$ cat src/evfu_regs.svh
// Holds vector numbers, field positions, reset values and frame sizes for the exception unit.
// Assumes a 32-bit status word and a byte-addressed vector table in memory.
`ifndef EVFU_REGS_SVH
`define EVFU_REGS_SVH
`define EVFU_VEC_POR_PC 8'h00
`define EVFU_VEC_POR_SP 8'h01
`define EVFU_VEC_MAN_PC 8'h02
`define EVFU_VEC_MAN_SP 8'h03
`define EVFU_VEC_ILL_GEN 8'h04
`define EVFU_VEC_ILL_SLOT 8'h06
`define EVFU_VEC_CPU_AE 8'h09
`define EVFU_VEC_DMA_AE 8'h0a
`define EVFU_VEC_NMI 8'h0b
`define EVFU_VEC_UBRK 8'h0c
`define EVFU_VEC_DBG 8'h0d
`define EVFU_VEC_AUTO_BASE 8'h40
`define EVFU_VEC_AUTO_LAST 8'h47
`define EVFU_VBR_RESET 32'h00000000
`define EVFU_STATUS_RESET 32'h00000000
`define EVFU_MASK_RESET 4'hf
`define EVFU_MASK_LSB 4
`define EVFU_WORD_BYTES 32'h00000004
`define EVFU_FRAME_BYTES 32'h00000008
`endif

$ cat src/evfu_top_dummy_guard.sv
// Holds no logic; it only sets the implicit net rule back for files read after it.
// Assumes nothing of its surroundings and may be read in any order.
`timescale 1ns/1ns
`default_nettype none
`default_nettype wire

$ cat src/evfu_pkg.sv
// Holds the types and address helpers of the exception vector fetch unit.
// Assumes the constants header is on the include path.
`include "evfu_regs.svh"
package evfu_pkg;
  typedef enum logic [3:0] {
    evfu_k_ill_gen, evfu_k_ill_slot, evfu_k_cpu_ae, evfu_k_dma_ae, evfu_k_nmi,
    evfu_k_ubrk, evfu_k_dbg, evfu_k_trap, evfu_k_irq_line, evfu_k_irl_level, evfu_k_periph
  } evfu_kind_t;

  typedef struct packed {
    evfu_kind_t kind;
    logic [7:0] num;
    logic [3:0] level;
    logic use_ext;
    logic [7:0] ext_vec;
  } evfu_req_t;

  typedef struct packed {
    logic [31:0] pc;
    logic [31:0] stack;
    logic [31:0] status;
  } evfu_ctx_t;

  typedef enum logic [2:0] {
    evfu_st_hold, evfu_st_rst_pc, evfu_st_rst_sp, evfu_st_idle,
    evfu_st_push_sr, evfu_st_push_pc, evfu_st_fetch_vec, evfu_st_finish
  } evfu_state_t;

  function automatic logic [31:0] evfu_vec_addr(input logic [31:0] base, input logic [7:0] num);
    evfu_vec_addr = base + {22'h000000, num, 2'b00};
  endfunction : evfu_vec_addr

  function automatic logic [31:0] evfu_set_mask(input logic [31:0] sw, input logic [3:0] m);
    logic [31:0] r;
    r = sw;
    r[`EVFU_MASK_LSB +: 4] = m;
    evfu_set_mask = r;
  endfunction : evfu_set_mask
endpackage : evfu_pkg

$ cat src/evfu_top.sv
// Holds the exception entry sequencer: reset entry, context push and vector fetch.
// Assumes a memory that answers one aligned longword access per request with mem_ack.
// What this block does
// - Power-on reset reads PC at 0, SP at 4.
// - Manual reset reads PC at 8, SP at 12.
// - Reset clears vector base, sets mask ones.
// - After reset, execution starts at fetched PC.
// - Other exceptions push status and PC on stack.
// - Interrupt entry copies level into mask field.
// - Error and instruction entries keep mask unchanged.
// - Then fetch handler address and start there.
// - Reset table address is vector times four.
// - Others use vector base plus vector times four.
// - Illegal opcode vector 4, slot illegal 6.
// - CPU address error 9, both DMA 10.
// - Direct lines zero to three vector 64-67.
// - Encoded levels pair onto vectors 64 to 71.
// - Encoded pins decode inverted, 1110 is level one.
// - External interrupts may supply their own vector.
// - Peripheral vectors come from the request number, low seven bits.
// - Reset pin rise picks type from NMI.
`timescale 1ns/1ns
`default_nettype none
`include "evfu_regs.svh"
module evfu_top (
  // Clock and reset.
  input wire logic clk,
  input wire logic sys_rst,
  // Device pins.
  input wire logic reset_pin_n,
  input wire logic nmi_pin,
  // Exception request from the pipeline.
  input wire logic exc_req,
  input wire evfu_pkg::evfu_req_t exc_info,
  output logic exc_ready,
  // Current CPU context and vector base write.
  input wire evfu_pkg::evfu_ctx_t ctx_in,
  input wire logic vbr_wr,
  input wire logic [31:0] vbr_wdata,
  // Memory port.
  output logic mem_req,
  output logic mem_we,
  output logic [31:0] mem_addr,
  output logic [31:0] mem_wdata,
  input wire logic mem_ack,
  input wire logic [31:0] mem_rdata,
  // New context.
  output logic exec_start,
  output evfu_pkg::evfu_ctx_t ctx_out,
  output logic [31:0] vector_base_reg,
  output logic reset_active,
  output logic reset_manual,
  // DMA address error events, clears and sticky flags.
  input wire logic [1:0] dma_ae_set,
  input wire logic [1:0] dma_ae_clr,
  output logic dma_addr_err_flag,
  output logic enet_dma_addr_err_flag
);
  evfu_pkg::evfu_state_t state;
  logic [1:0] pin_s1;
  logic [1:0] pin_s2;
  logic [1:0] pin_s3;
  logic [1:0] pin_stable;
  logic res_prev;
  logic res_rise;
  logic res_low;
  logic from_reset;
  logic irq_lat;
  logic [3:0] lvl_lat;
  logic [7:0] vec_lat;
  logic [1:0] ae_flag;
  logic [7:0] calc_vec;
  logic [3:0] calc_lvl;
  logic calc_irq;
  logic [31:0] seen_pc;
  logic [31:0] saved_status;

  // Pins pass three flops; a level counts once the last two agree.
  for (genvar i = 0; i < 2; i++) begin : g_sync
    always_ff @(posedge clk) begin
      if (sys_rst) begin
        pin_s1[i] <= 1'b0;
        pin_s2[i] <= 1'b0;
        pin_s3[i] <= 1'b0;
        pin_stable[i] <= 1'b0;
      end else begin
        pin_s1[i] <= (i == 0) ? reset_pin_n : nmi_pin;
        pin_s2[i] <= pin_s1[i];
        pin_s3[i] <= pin_s2[i];
        if (pin_s2[i] == pin_s3[i]) begin
          pin_stable[i] <= pin_s3[i];
        end
      end
    end
  end

  always_ff @(posedge clk) begin
    if (sys_rst) begin
      res_prev <= 1'b0;
    end else begin
      res_prev <= pin_stable[0];
    end
  end

  assign res_rise = pin_stable[0] && !res_prev;
  assign res_low = !pin_stable[0];

  evfu_vec_calc u_calc (
    .req(exc_info),
    .vec_num(calc_vec),
    .level(calc_lvl),
    .is_irq(calc_irq)
  );

  assign exc_ready = (state == evfu_pkg::evfu_st_idle) && !res_low;
  assign mem_req = (state == evfu_pkg::evfu_st_rst_pc) || (state == evfu_pkg::evfu_st_rst_sp) ||
                   (state == evfu_pkg::evfu_st_push_sr) || (state == evfu_pkg::evfu_st_push_pc) ||
                   (state == evfu_pkg::evfu_st_fetch_vec);
  assign exec_start = (state == evfu_pkg::evfu_st_finish);
  assign reset_active = (state == evfu_pkg::evfu_st_hold);

  // Sequencer; a bus cycle in flight ends before the reset pin takes over.
  always_ff @(posedge clk) begin
    if (sys_rst) begin
      state <= evfu_pkg::evfu_st_hold;
      mem_we <= 1'b0;
      mem_addr <= 32'h00000000;
      mem_wdata <= 32'h00000000;
      ctx_out <= '0;
      reset_manual <= 1'b0;
      from_reset <= 1'b0;
      irq_lat <= 1'b0;
      lvl_lat <= 4'h0;
      vec_lat <= 8'h00;
    end else if (res_low && (!mem_req || mem_ack)) begin
      state <= evfu_pkg::evfu_st_hold;
      mem_we <= 1'b0;
    end else begin
      case (state)
        evfu_pkg::evfu_st_hold: begin
          if (res_rise) begin
            reset_manual <= !pin_stable[1];
            from_reset <= 1'b1;
            state <= evfu_pkg::evfu_st_rst_pc;
            mem_we <= 1'b0;
            mem_addr <= evfu_pkg::evfu_vec_addr(32'h00000000,
                          pin_stable[1] ? `EVFU_VEC_POR_PC : `EVFU_VEC_MAN_PC);
          end
        end
        evfu_pkg::evfu_st_rst_pc: begin
          if (mem_ack) begin
            ctx_out.pc <= mem_rdata;
            state <= evfu_pkg::evfu_st_rst_sp;
            mem_addr <= evfu_pkg::evfu_vec_addr(32'h00000000,
                          reset_manual ? `EVFU_VEC_MAN_SP : `EVFU_VEC_POR_SP);
          end
        end
        evfu_pkg::evfu_st_rst_sp: begin
          if (mem_ack) begin
            ctx_out.stack <= mem_rdata;
            ctx_out.status <= evfu_pkg::evfu_set_mask(`EVFU_STATUS_RESET, `EVFU_MASK_RESET);
            state <= evfu_pkg::evfu_st_finish;
          end
        end
        evfu_pkg::evfu_st_idle: begin
          if (exc_req) begin
            ctx_out <= ctx_in;
            from_reset <= 1'b0;
            irq_lat <= calc_irq;
            lvl_lat <= calc_lvl;
            vec_lat <= calc_vec;
            state <= evfu_pkg::evfu_st_push_sr;
            mem_we <= 1'b1;
            mem_addr <= ctx_in.stack - `EVFU_WORD_BYTES;
            mem_wdata <= ctx_in.status;
          end
        end
        evfu_pkg::evfu_st_push_sr: begin
          if (mem_ack) begin
            state <= evfu_pkg::evfu_st_push_pc;
            mem_addr <= ctx_out.stack - `EVFU_FRAME_BYTES;
            mem_wdata <= ctx_out.pc;
          end
        end
        evfu_pkg::evfu_st_push_pc: begin
          if (mem_ack) begin
            ctx_out.stack <= ctx_out.stack - `EVFU_FRAME_BYTES;
            state <= evfu_pkg::evfu_st_fetch_vec;
            mem_we <= 1'b0;
            mem_addr <= evfu_pkg::evfu_vec_addr(vector_base_reg, vec_lat);
          end
        end
        evfu_pkg::evfu_st_fetch_vec: begin
          if (mem_ack) begin
            ctx_out.pc <= mem_rdata;
            if (irq_lat) begin
              ctx_out.status <= evfu_pkg::evfu_set_mask(ctx_out.status, lvl_lat);
            end
            state <= evfu_pkg::evfu_st_finish;
          end
        end
        evfu_pkg::evfu_st_finish: begin
          state <= evfu_pkg::evfu_st_idle;
        end
        default: state <= evfu_pkg::evfu_st_hold;
      endcase
    end
  end

  // Vector base register.
  always_ff @(posedge clk) begin
    if (sys_rst) begin
      vector_base_reg <= `EVFU_VBR_RESET;
    end else if (state == evfu_pkg::evfu_st_hold && res_rise) begin
      vector_base_reg <= `EVFU_VBR_RESET;
    end else if (vbr_wr && state == evfu_pkg::evfu_st_idle) begin
      vector_base_reg <= vbr_wdata;
    end
  end

  // Per-engine DMA address error flags; a set beats a clear.
  for (genvar j = 0; j < 2; j++) begin : g_aeflag
    always_ff @(posedge clk) begin
      if (sys_rst) begin
        ae_flag[j] <= 1'b0;
      end else begin
        ae_flag[j] <= dma_ae_set[j] || (ae_flag[j] && !dma_ae_clr[j]);
      end
    end
  end

  assign dma_addr_err_flag = ae_flag[0];
  assign enet_dma_addr_err_flag = ae_flag[1];

  // Observation copies used by the checks below.
  always_ff @(posedge clk) begin
    if (sys_rst) begin
      seen_pc <= 32'h00000000;
      saved_status <= 32'h00000000;
    end else begin
      if (state == evfu_pkg::evfu_st_rst_pc && mem_ack) begin
        seen_pc <= mem_rdata;
      end
      if (exc_ready && exc_req) begin
        saved_status <= ctx_in.status;
      end
    end
  end
endmodule : evfu_top
`default_nettype wire

$ cat src/evfu_vec_calc.sv
// Holds the vector number decoder for non-reset exceptions.
// Assumes a request that is stable while it is being accepted.
`timescale 1ns/1ns
`default_nettype none
`include "evfu_regs.svh"
module evfu_vec_calc (
  // Request.
  input wire evfu_pkg::evfu_req_t req,
  // Result.
  output logic [7:0] vec_num,
  output logic [3:0] level,
  output logic is_irq
);
  logic [3:0] irl_lvl;

  always_comb begin
    irl_lvl = ~req.num[3:0];
    level = req.level;
    is_irq = 1'b1;
    vec_num = `EVFU_VEC_ILL_GEN;
    case (req.kind)
      evfu_pkg::evfu_k_ill_gen: begin
        vec_num = `EVFU_VEC_ILL_GEN;
        is_irq = 1'b0;
      end
      evfu_pkg::evfu_k_ill_slot: begin
        vec_num = `EVFU_VEC_ILL_SLOT;
        is_irq = 1'b0;
      end
      evfu_pkg::evfu_k_cpu_ae: begin
        vec_num = `EVFU_VEC_CPU_AE;
        is_irq = 1'b0;
      end
      evfu_pkg::evfu_k_dma_ae: begin
        vec_num = `EVFU_VEC_DMA_AE;
        is_irq = 1'b0;
      end
      evfu_pkg::evfu_k_trap: begin
        vec_num = req.num;
        is_irq = 1'b0;
      end
      evfu_pkg::evfu_k_nmi: vec_num = `EVFU_VEC_NMI;
      evfu_pkg::evfu_k_ubrk: vec_num = `EVFU_VEC_UBRK;
      evfu_pkg::evfu_k_dbg: vec_num = `EVFU_VEC_DBG;
      evfu_pkg::evfu_k_irq_line: vec_num = `EVFU_VEC_AUTO_BASE + {6'h00, req.num[1:0]};
      evfu_pkg::evfu_k_irl_level: begin
        vec_num = `EVFU_VEC_AUTO_BASE + {5'h00, irl_lvl[3:1]};
        level = irl_lvl;
      end
      evfu_pkg::evfu_k_periph: vec_num = {1'b0, req.num[6:0]};
      default: vec_num = `EVFU_VEC_ILL_GEN;
    endcase
    if (req.use_ext && (req.kind == evfu_pkg::evfu_k_irq_line ||
                        req.kind == evfu_pkg::evfu_k_irl_level)) begin
      vec_num = req.ext_vec;
    end
  end
endmodule : evfu_vec_calc
`default_nettype wire
$ cat config.mk
export PLATFORM = sky130hd
export DESIGN_NAME = evfu_top
export DESIGN_NICKNAME = d
export VERILOG_FILES = /design/src/evfu_top_dummy_guard.sv /design/src/evfu_pkg.sv /design/src/evfu_top.sv /design/src/evfu_vec_calc.sv
export VERILOG_INCLUDE_DIRS = /design/src
export SDC_FILE = /design/constraint.sdc
export NUM_CORES = 1
export LEC_CHECK = 0
export BUFFER_PORTS_ARGS = -buffer_cell sky130_fd_sc_hd__buf_2
export CAP_MARGIN = 0
export CORE_AREA = 2 2 156 158
export CTS_BUF_LIST = sky130_fd_sc_hd__clkbuf_16
export DETAILED_ROUTE_END_ITERATION = 10
export DIE_AREA = 0 0 158 160
export GPL_ROUTABILITY_DRIVEN = 0
export PLACE_DENSITY = 0.8
export SYNTH_ARGS = -nofsm -noshare
export SYNTH_HDL_FRONTEND = slang
export SYNTH_SLANG_ARGS = --single-unit
$ cat constraint.sdc
create_clock -name clk -period 7.2 [get_ports clk]
set_input_delay 1.08 -clock clk [delete_from_list [all_inputs] [get_ports clk]]
set_output_delay 1.08 -clock clk [all_outputs]
set_load 0.005 [all_outputs]
* Word level (Yosys, flattened, before mapping)
Index checks and enable logic that the tools add are counted. Widths: inputs -> output; s select.
Word-level totals: flip-flop bits (word level) 221, input port bits 196, word-level logic and storage cells 141
Cells by class: $add $sub $neg 5, equal/unequal tests 29, multiplexer cells 34, bitwise operators 3, reductions and logical operators 46
Operators by type and width (count):
- $mux 32 | 8
- $pmux 32 s3 | 2
- $pmux 32 s5 | 1
- $pmux 32 s2 | 2
- $mux 96 | 1
- $pmux 8 s10 | 1
- $mux 64 | 1
- $add 32x10->32 | 1
- $sub 32x3->32 const B | 1
- $sub 32x4->32 const B | 1
- $mux 8 | 3
- $pmux 3 s7 | 1
- $mux 3 | 6
- $eq 4x3->1 const B | 4
- $ne 2x2->1 const B | 7
- $eq 3x3->1 const B | 4
- $eq 4x4->1 const B | 3
- $reduce_and 4->1 | 3
- $reduce_and 6->1 | 2
- $reduce_and 5->1 | 2
- $reduce_bool 3->1 | 3
- $add 7x2->8 const A | 1
- $add 7x3->8 const A | 1
- $eq 4x2->1 const B | 2
- 22 further kinds | 56

* Depth between registers and ports, before layout
word-level depth 10, depth in mapped cells 10, depth with buffers taken out 8

* Modules after synthesis
A second synthesis with hierarchy kept.
Unflattened totals: cells, all modules 1483, area total of the unflattened synthesis 11690.0 µm²
By module, submodules not included:
- evfu_top | instances 1, cells an instance 1422, area an instance 11270.8 µm², sequential area each 4424.2 µm²
- evfu_vec_calc | instances 1, cells an instance 61, area an instance 419.2 µm², sequential area each 0.0 µm²

* Worst setup path before layout
Ideal clock, no wire load.
path kind register -> output, start register state[0], end output exc_ready, arrival 2.041 ns, slack 4.079 ns, cell stages (with the launch flop) 8, buffers on the path 5, cell sequence dfxtp_1 > clkbuf_1 > and3b_1 > clkbuf_1 > clkbuf_1 > clkbuf_1 > buf_1 > and2_1
Between the ends: longest elaborated chain between the ends 2
RTL lines:
- start: declaration | line evfu_top.sv:59 | evfu_pkg::evfu_state_t state;
- start signal: assignment | line evfu_top.sv:125 | state <= evfu_pkg::evfu_st_hold;
- start signal: assignment | line evfu_top.sv:136 | state <= evfu_pkg::evfu_st_hold;
- start signal: assignment | line evfu_top.sv:144 | state <= evfu_pkg::evfu_st_rst_pc;
- $eq 3x2->1 | line evfu_top.sv:115 | assign exc_ready = (state == evfu_pkg::evfu_st_idle) && !res_low;
- $logic_and 1x1->1 | line evfu_top.sv:115
- end: declaration | line evfu_top.sv:35 | output logic exc_ready,
No other way between the ends.

* Worst setup path after layout
start register state[2], end output exc_ready
Same word-level chain as after synthesis.

==> impl_results.md <==
- Routed WL: 43500 um
- Die H: 160 um
- First-pass GRT wire length: 66600 um
- Slew Viols, Final: 0
- RSZ-0062 raised after global routing: false
- Count leader, synth: nand2_1
- WP data arrival: 2.35 ns
- PortBufs: 395
- Worst-margin pin slew: 1.19 ns
- Clock transition at the registers of the reported paths: 0.06 ns
- DR DRC count: 0
- Most common library cells after synthesis: 239 x nand2_1, 221 x dfxtp_1, 176 x nor2_1, 134 x a21oi_1, 110 x clkbuf_1
- Synth Instances: 1569
- Layout Cells excl Fill: 2230
- I/O Pins: 396
- CTS Buffer Depth: 3
- CTS tree: yes
- Total Power: 2.64 mW
- Worst r2r src: state[2]
- Largest register FFs: 96
- Critical Path RT: 6.12 ns
- Initial core utilization: 50.3%
- Share of the synthesized area in the top cell type: 36.9%
- Hold WC Path Type: reg -> reg
- Fin worst setup slack: 3.77 ns
- Die ar.: 25300 sq um
- Number of synthesized flops with an enable pin: 0
- Layout Area Growth over Synthesis: 23.8%
- Largest reg by FF count: ctx_out
- Placed cell count: 2177
- VDD IR max: 0.161 mV
- Reg2Reg Depth: 8
- CP peak stage delay: 0.94 ns
- Hold path start: pin_s1[0]
- Antenna viol nets, final: 0
- Top post-synthesis cells by area: dfxtp_1 37%, nand2_1 7.5%, a21oi_1 5.6%, nor2_1 5.5%, mux2i_1 3.6%
- Hold Path Stages: 1
- Syn_area_per_cell: 7.63 sq um
- Reg2reg setup slack: 3.80 ns
- Pint: 2.03 mW
- Critical path type: reg -> out
- Headroom to the max-slew limit: 21.0%
- Async SR Flop Fraction: 0%
- Synth cell types: 66
- CTS Root Cell: clkbuf_16
- Final instance area: 14800 sq um
- F_max: 291 MHz
- Critical Path End Type: primary output
- Initial antenna violation count: 10
- Area after DPL: 14000 sq um
- Fin Hold WS: 0.445 ns
- Post-DP HPWL: 31800 um
- Slowest CP cell: and3b_2
- Die Wd: 158 um
- Clock power frac: 47.6%
- Capturing point of the worst reg2reg path: ctx_out[45]
- Drt initial violations: 1303
- Critical Path, Cell by Cell: and3b_2, and2_1, buf_2
- Post-layout minimum cycle time: 3.43 ns
- Part of the cycle the worst path needs: 47.7%
- Top FF cell, synth: dfxtp_1
- Pleak: 6.27 nW
- WL per Instance: 19.5 um
- 1st-pass router iterations: 8
- Hold buffers post-CTS: 0
- Layout cells sized above 1: 24.6%
- DP Worst Slack: 3.67 ns
- Sequential power share: 46.4%
- Vias in the first global route: 12186
- Clk_skew: 0.00709 ns
- Final Hold Fails: 0
- Cell area power density: 178 nW/um^2
- # setup viols final: 0
- Total of max-cap violations: 0
- Sequential share of the synthesized area: 36.9%
- Status: finished, final reports clean
- DR vias: 13427
- Area of the core: 23800 sq um
- Yosys warnings: 0
- Final Util: 62.3%
- Logic gate share of total power: 6.0%
- Cts repair resizes: 0
- Yosys top cell by area: dfxtp_1
- Post-CTS Setup Repair Bufs: 0
- Setup TNS Final: 0 ns
- Rows: 57
- Worst setup SP type: flip-flop
- Fin nets: 2087
- CP Max Fanout: 42
- Cell Area, Synth: 12000 sq um
- DR vias/cell: 6.02
- Clk_lat worst skew: 0.52 ns
- #FFs+latches synth: 221
- Number of CTS-inserted buffers: 25
- Net Count, Synth: 1776
- Clock sinks: 221
- Total grt overflow: 0
- Largest net degree at the start of global routing: 88
- Net Sw Frac: 23.3%
- Net switching power: 0.616 mW
- H-tree Lvls: 1
- Hold path endpoint: pin_s2[0]
- GR Util All Layers: 32.7%
==> how the worst max path moves through the flow <==
stage | slack, ns | end | from
after floorplan | 4.08 | exc_ready | state[0]
after global routing | 3.56 | vector_base_reg[1] | state[2]
after CTS | 3.79 | exc_ready | state[2]
after global placement | 3.74 | mem_addr[26] | ctx_in[39]
final | 3.77 | exc_ready | state[2]
after detailed placement | 3.67 | mem_addr[26] | ctx_in[39]
==> power by group through the flow <==
stage	Sequential (mW)	Clock (mW)	Combinational, mW
floorplan	1.25	0	0.0643
global placement	1.25	0	0.153
detailed placement	1.25	0	0.154
CTS	1.23	1.27	0.156
global route	1.23	1.33	0.172
finish	1.23	1.26	0.160
==> per-layer routing <==
metal  vias to the layer above  share of wire, %  wire length (um)  track usage (%)
met5                         -             0.074                32                0
met4                         4               4.2              1840             14.7
met3                       142                11              4950             9.39
met2                       777                45             19700             51.3
met1                      6174                39             17000             41.7
li1                       6330                 -                 -                -
==> critical path, delay by kind of cell (launching register included) <==
family	cells	cell delay, ns
AND/OR/NAND/NOR	2	1.17
flip-flops	1	0.54
buffers and inverters	1	0.11
==> layout by cell type (no fill, tap or decap), types with 29 or more instances in the layout <==
| cell | Yosys | final |
|---|---|---|
| nand2_1 | 239 | 238 |
| nor3_1 | 33 | 33 |
| a21oi_1 | 134 | 133 |
| nand3_1 | 49 | 48 |
| a211oi_1 | 50 | 50 |
| o21ai_0 | 76 | 76 |
| a311oi_1 | 42 | 42 |
| buf_2 | 5 | 394 |
| a22oi_1 | 30 | 30 |
| xor2_1 | 29 | 29 |
| mux2i_1 | 43 | 43 |
| nor2_1 | 176 | 174 |
| dfxtp_1 | 221 | 221 |
==> kinds of logic after synthesis <==
kind of cell               synth area share, %
AOI/OAI and AO/OA                         24.6
adders and majority gates                 1.21
buffers and inverters                     4.97
muxes                                     3.59
DFF                                       36.9
xor gates and xnor gates                  4.02
and+or+nand+nor                           24.7
==> final cells by class <==
cell class              count  area [sq um]
clock inverters            20           169
diodes                      8          20.0
repair buffers            412          2110
well taps                 324           405
clock buffers              25           626
flip-flops and latches    221          4420
inverters                  21          78.8
fillers                  2145          8990
multi-input cells        1199          7000
Note: power is estimated with default switching activity, not from simulation.
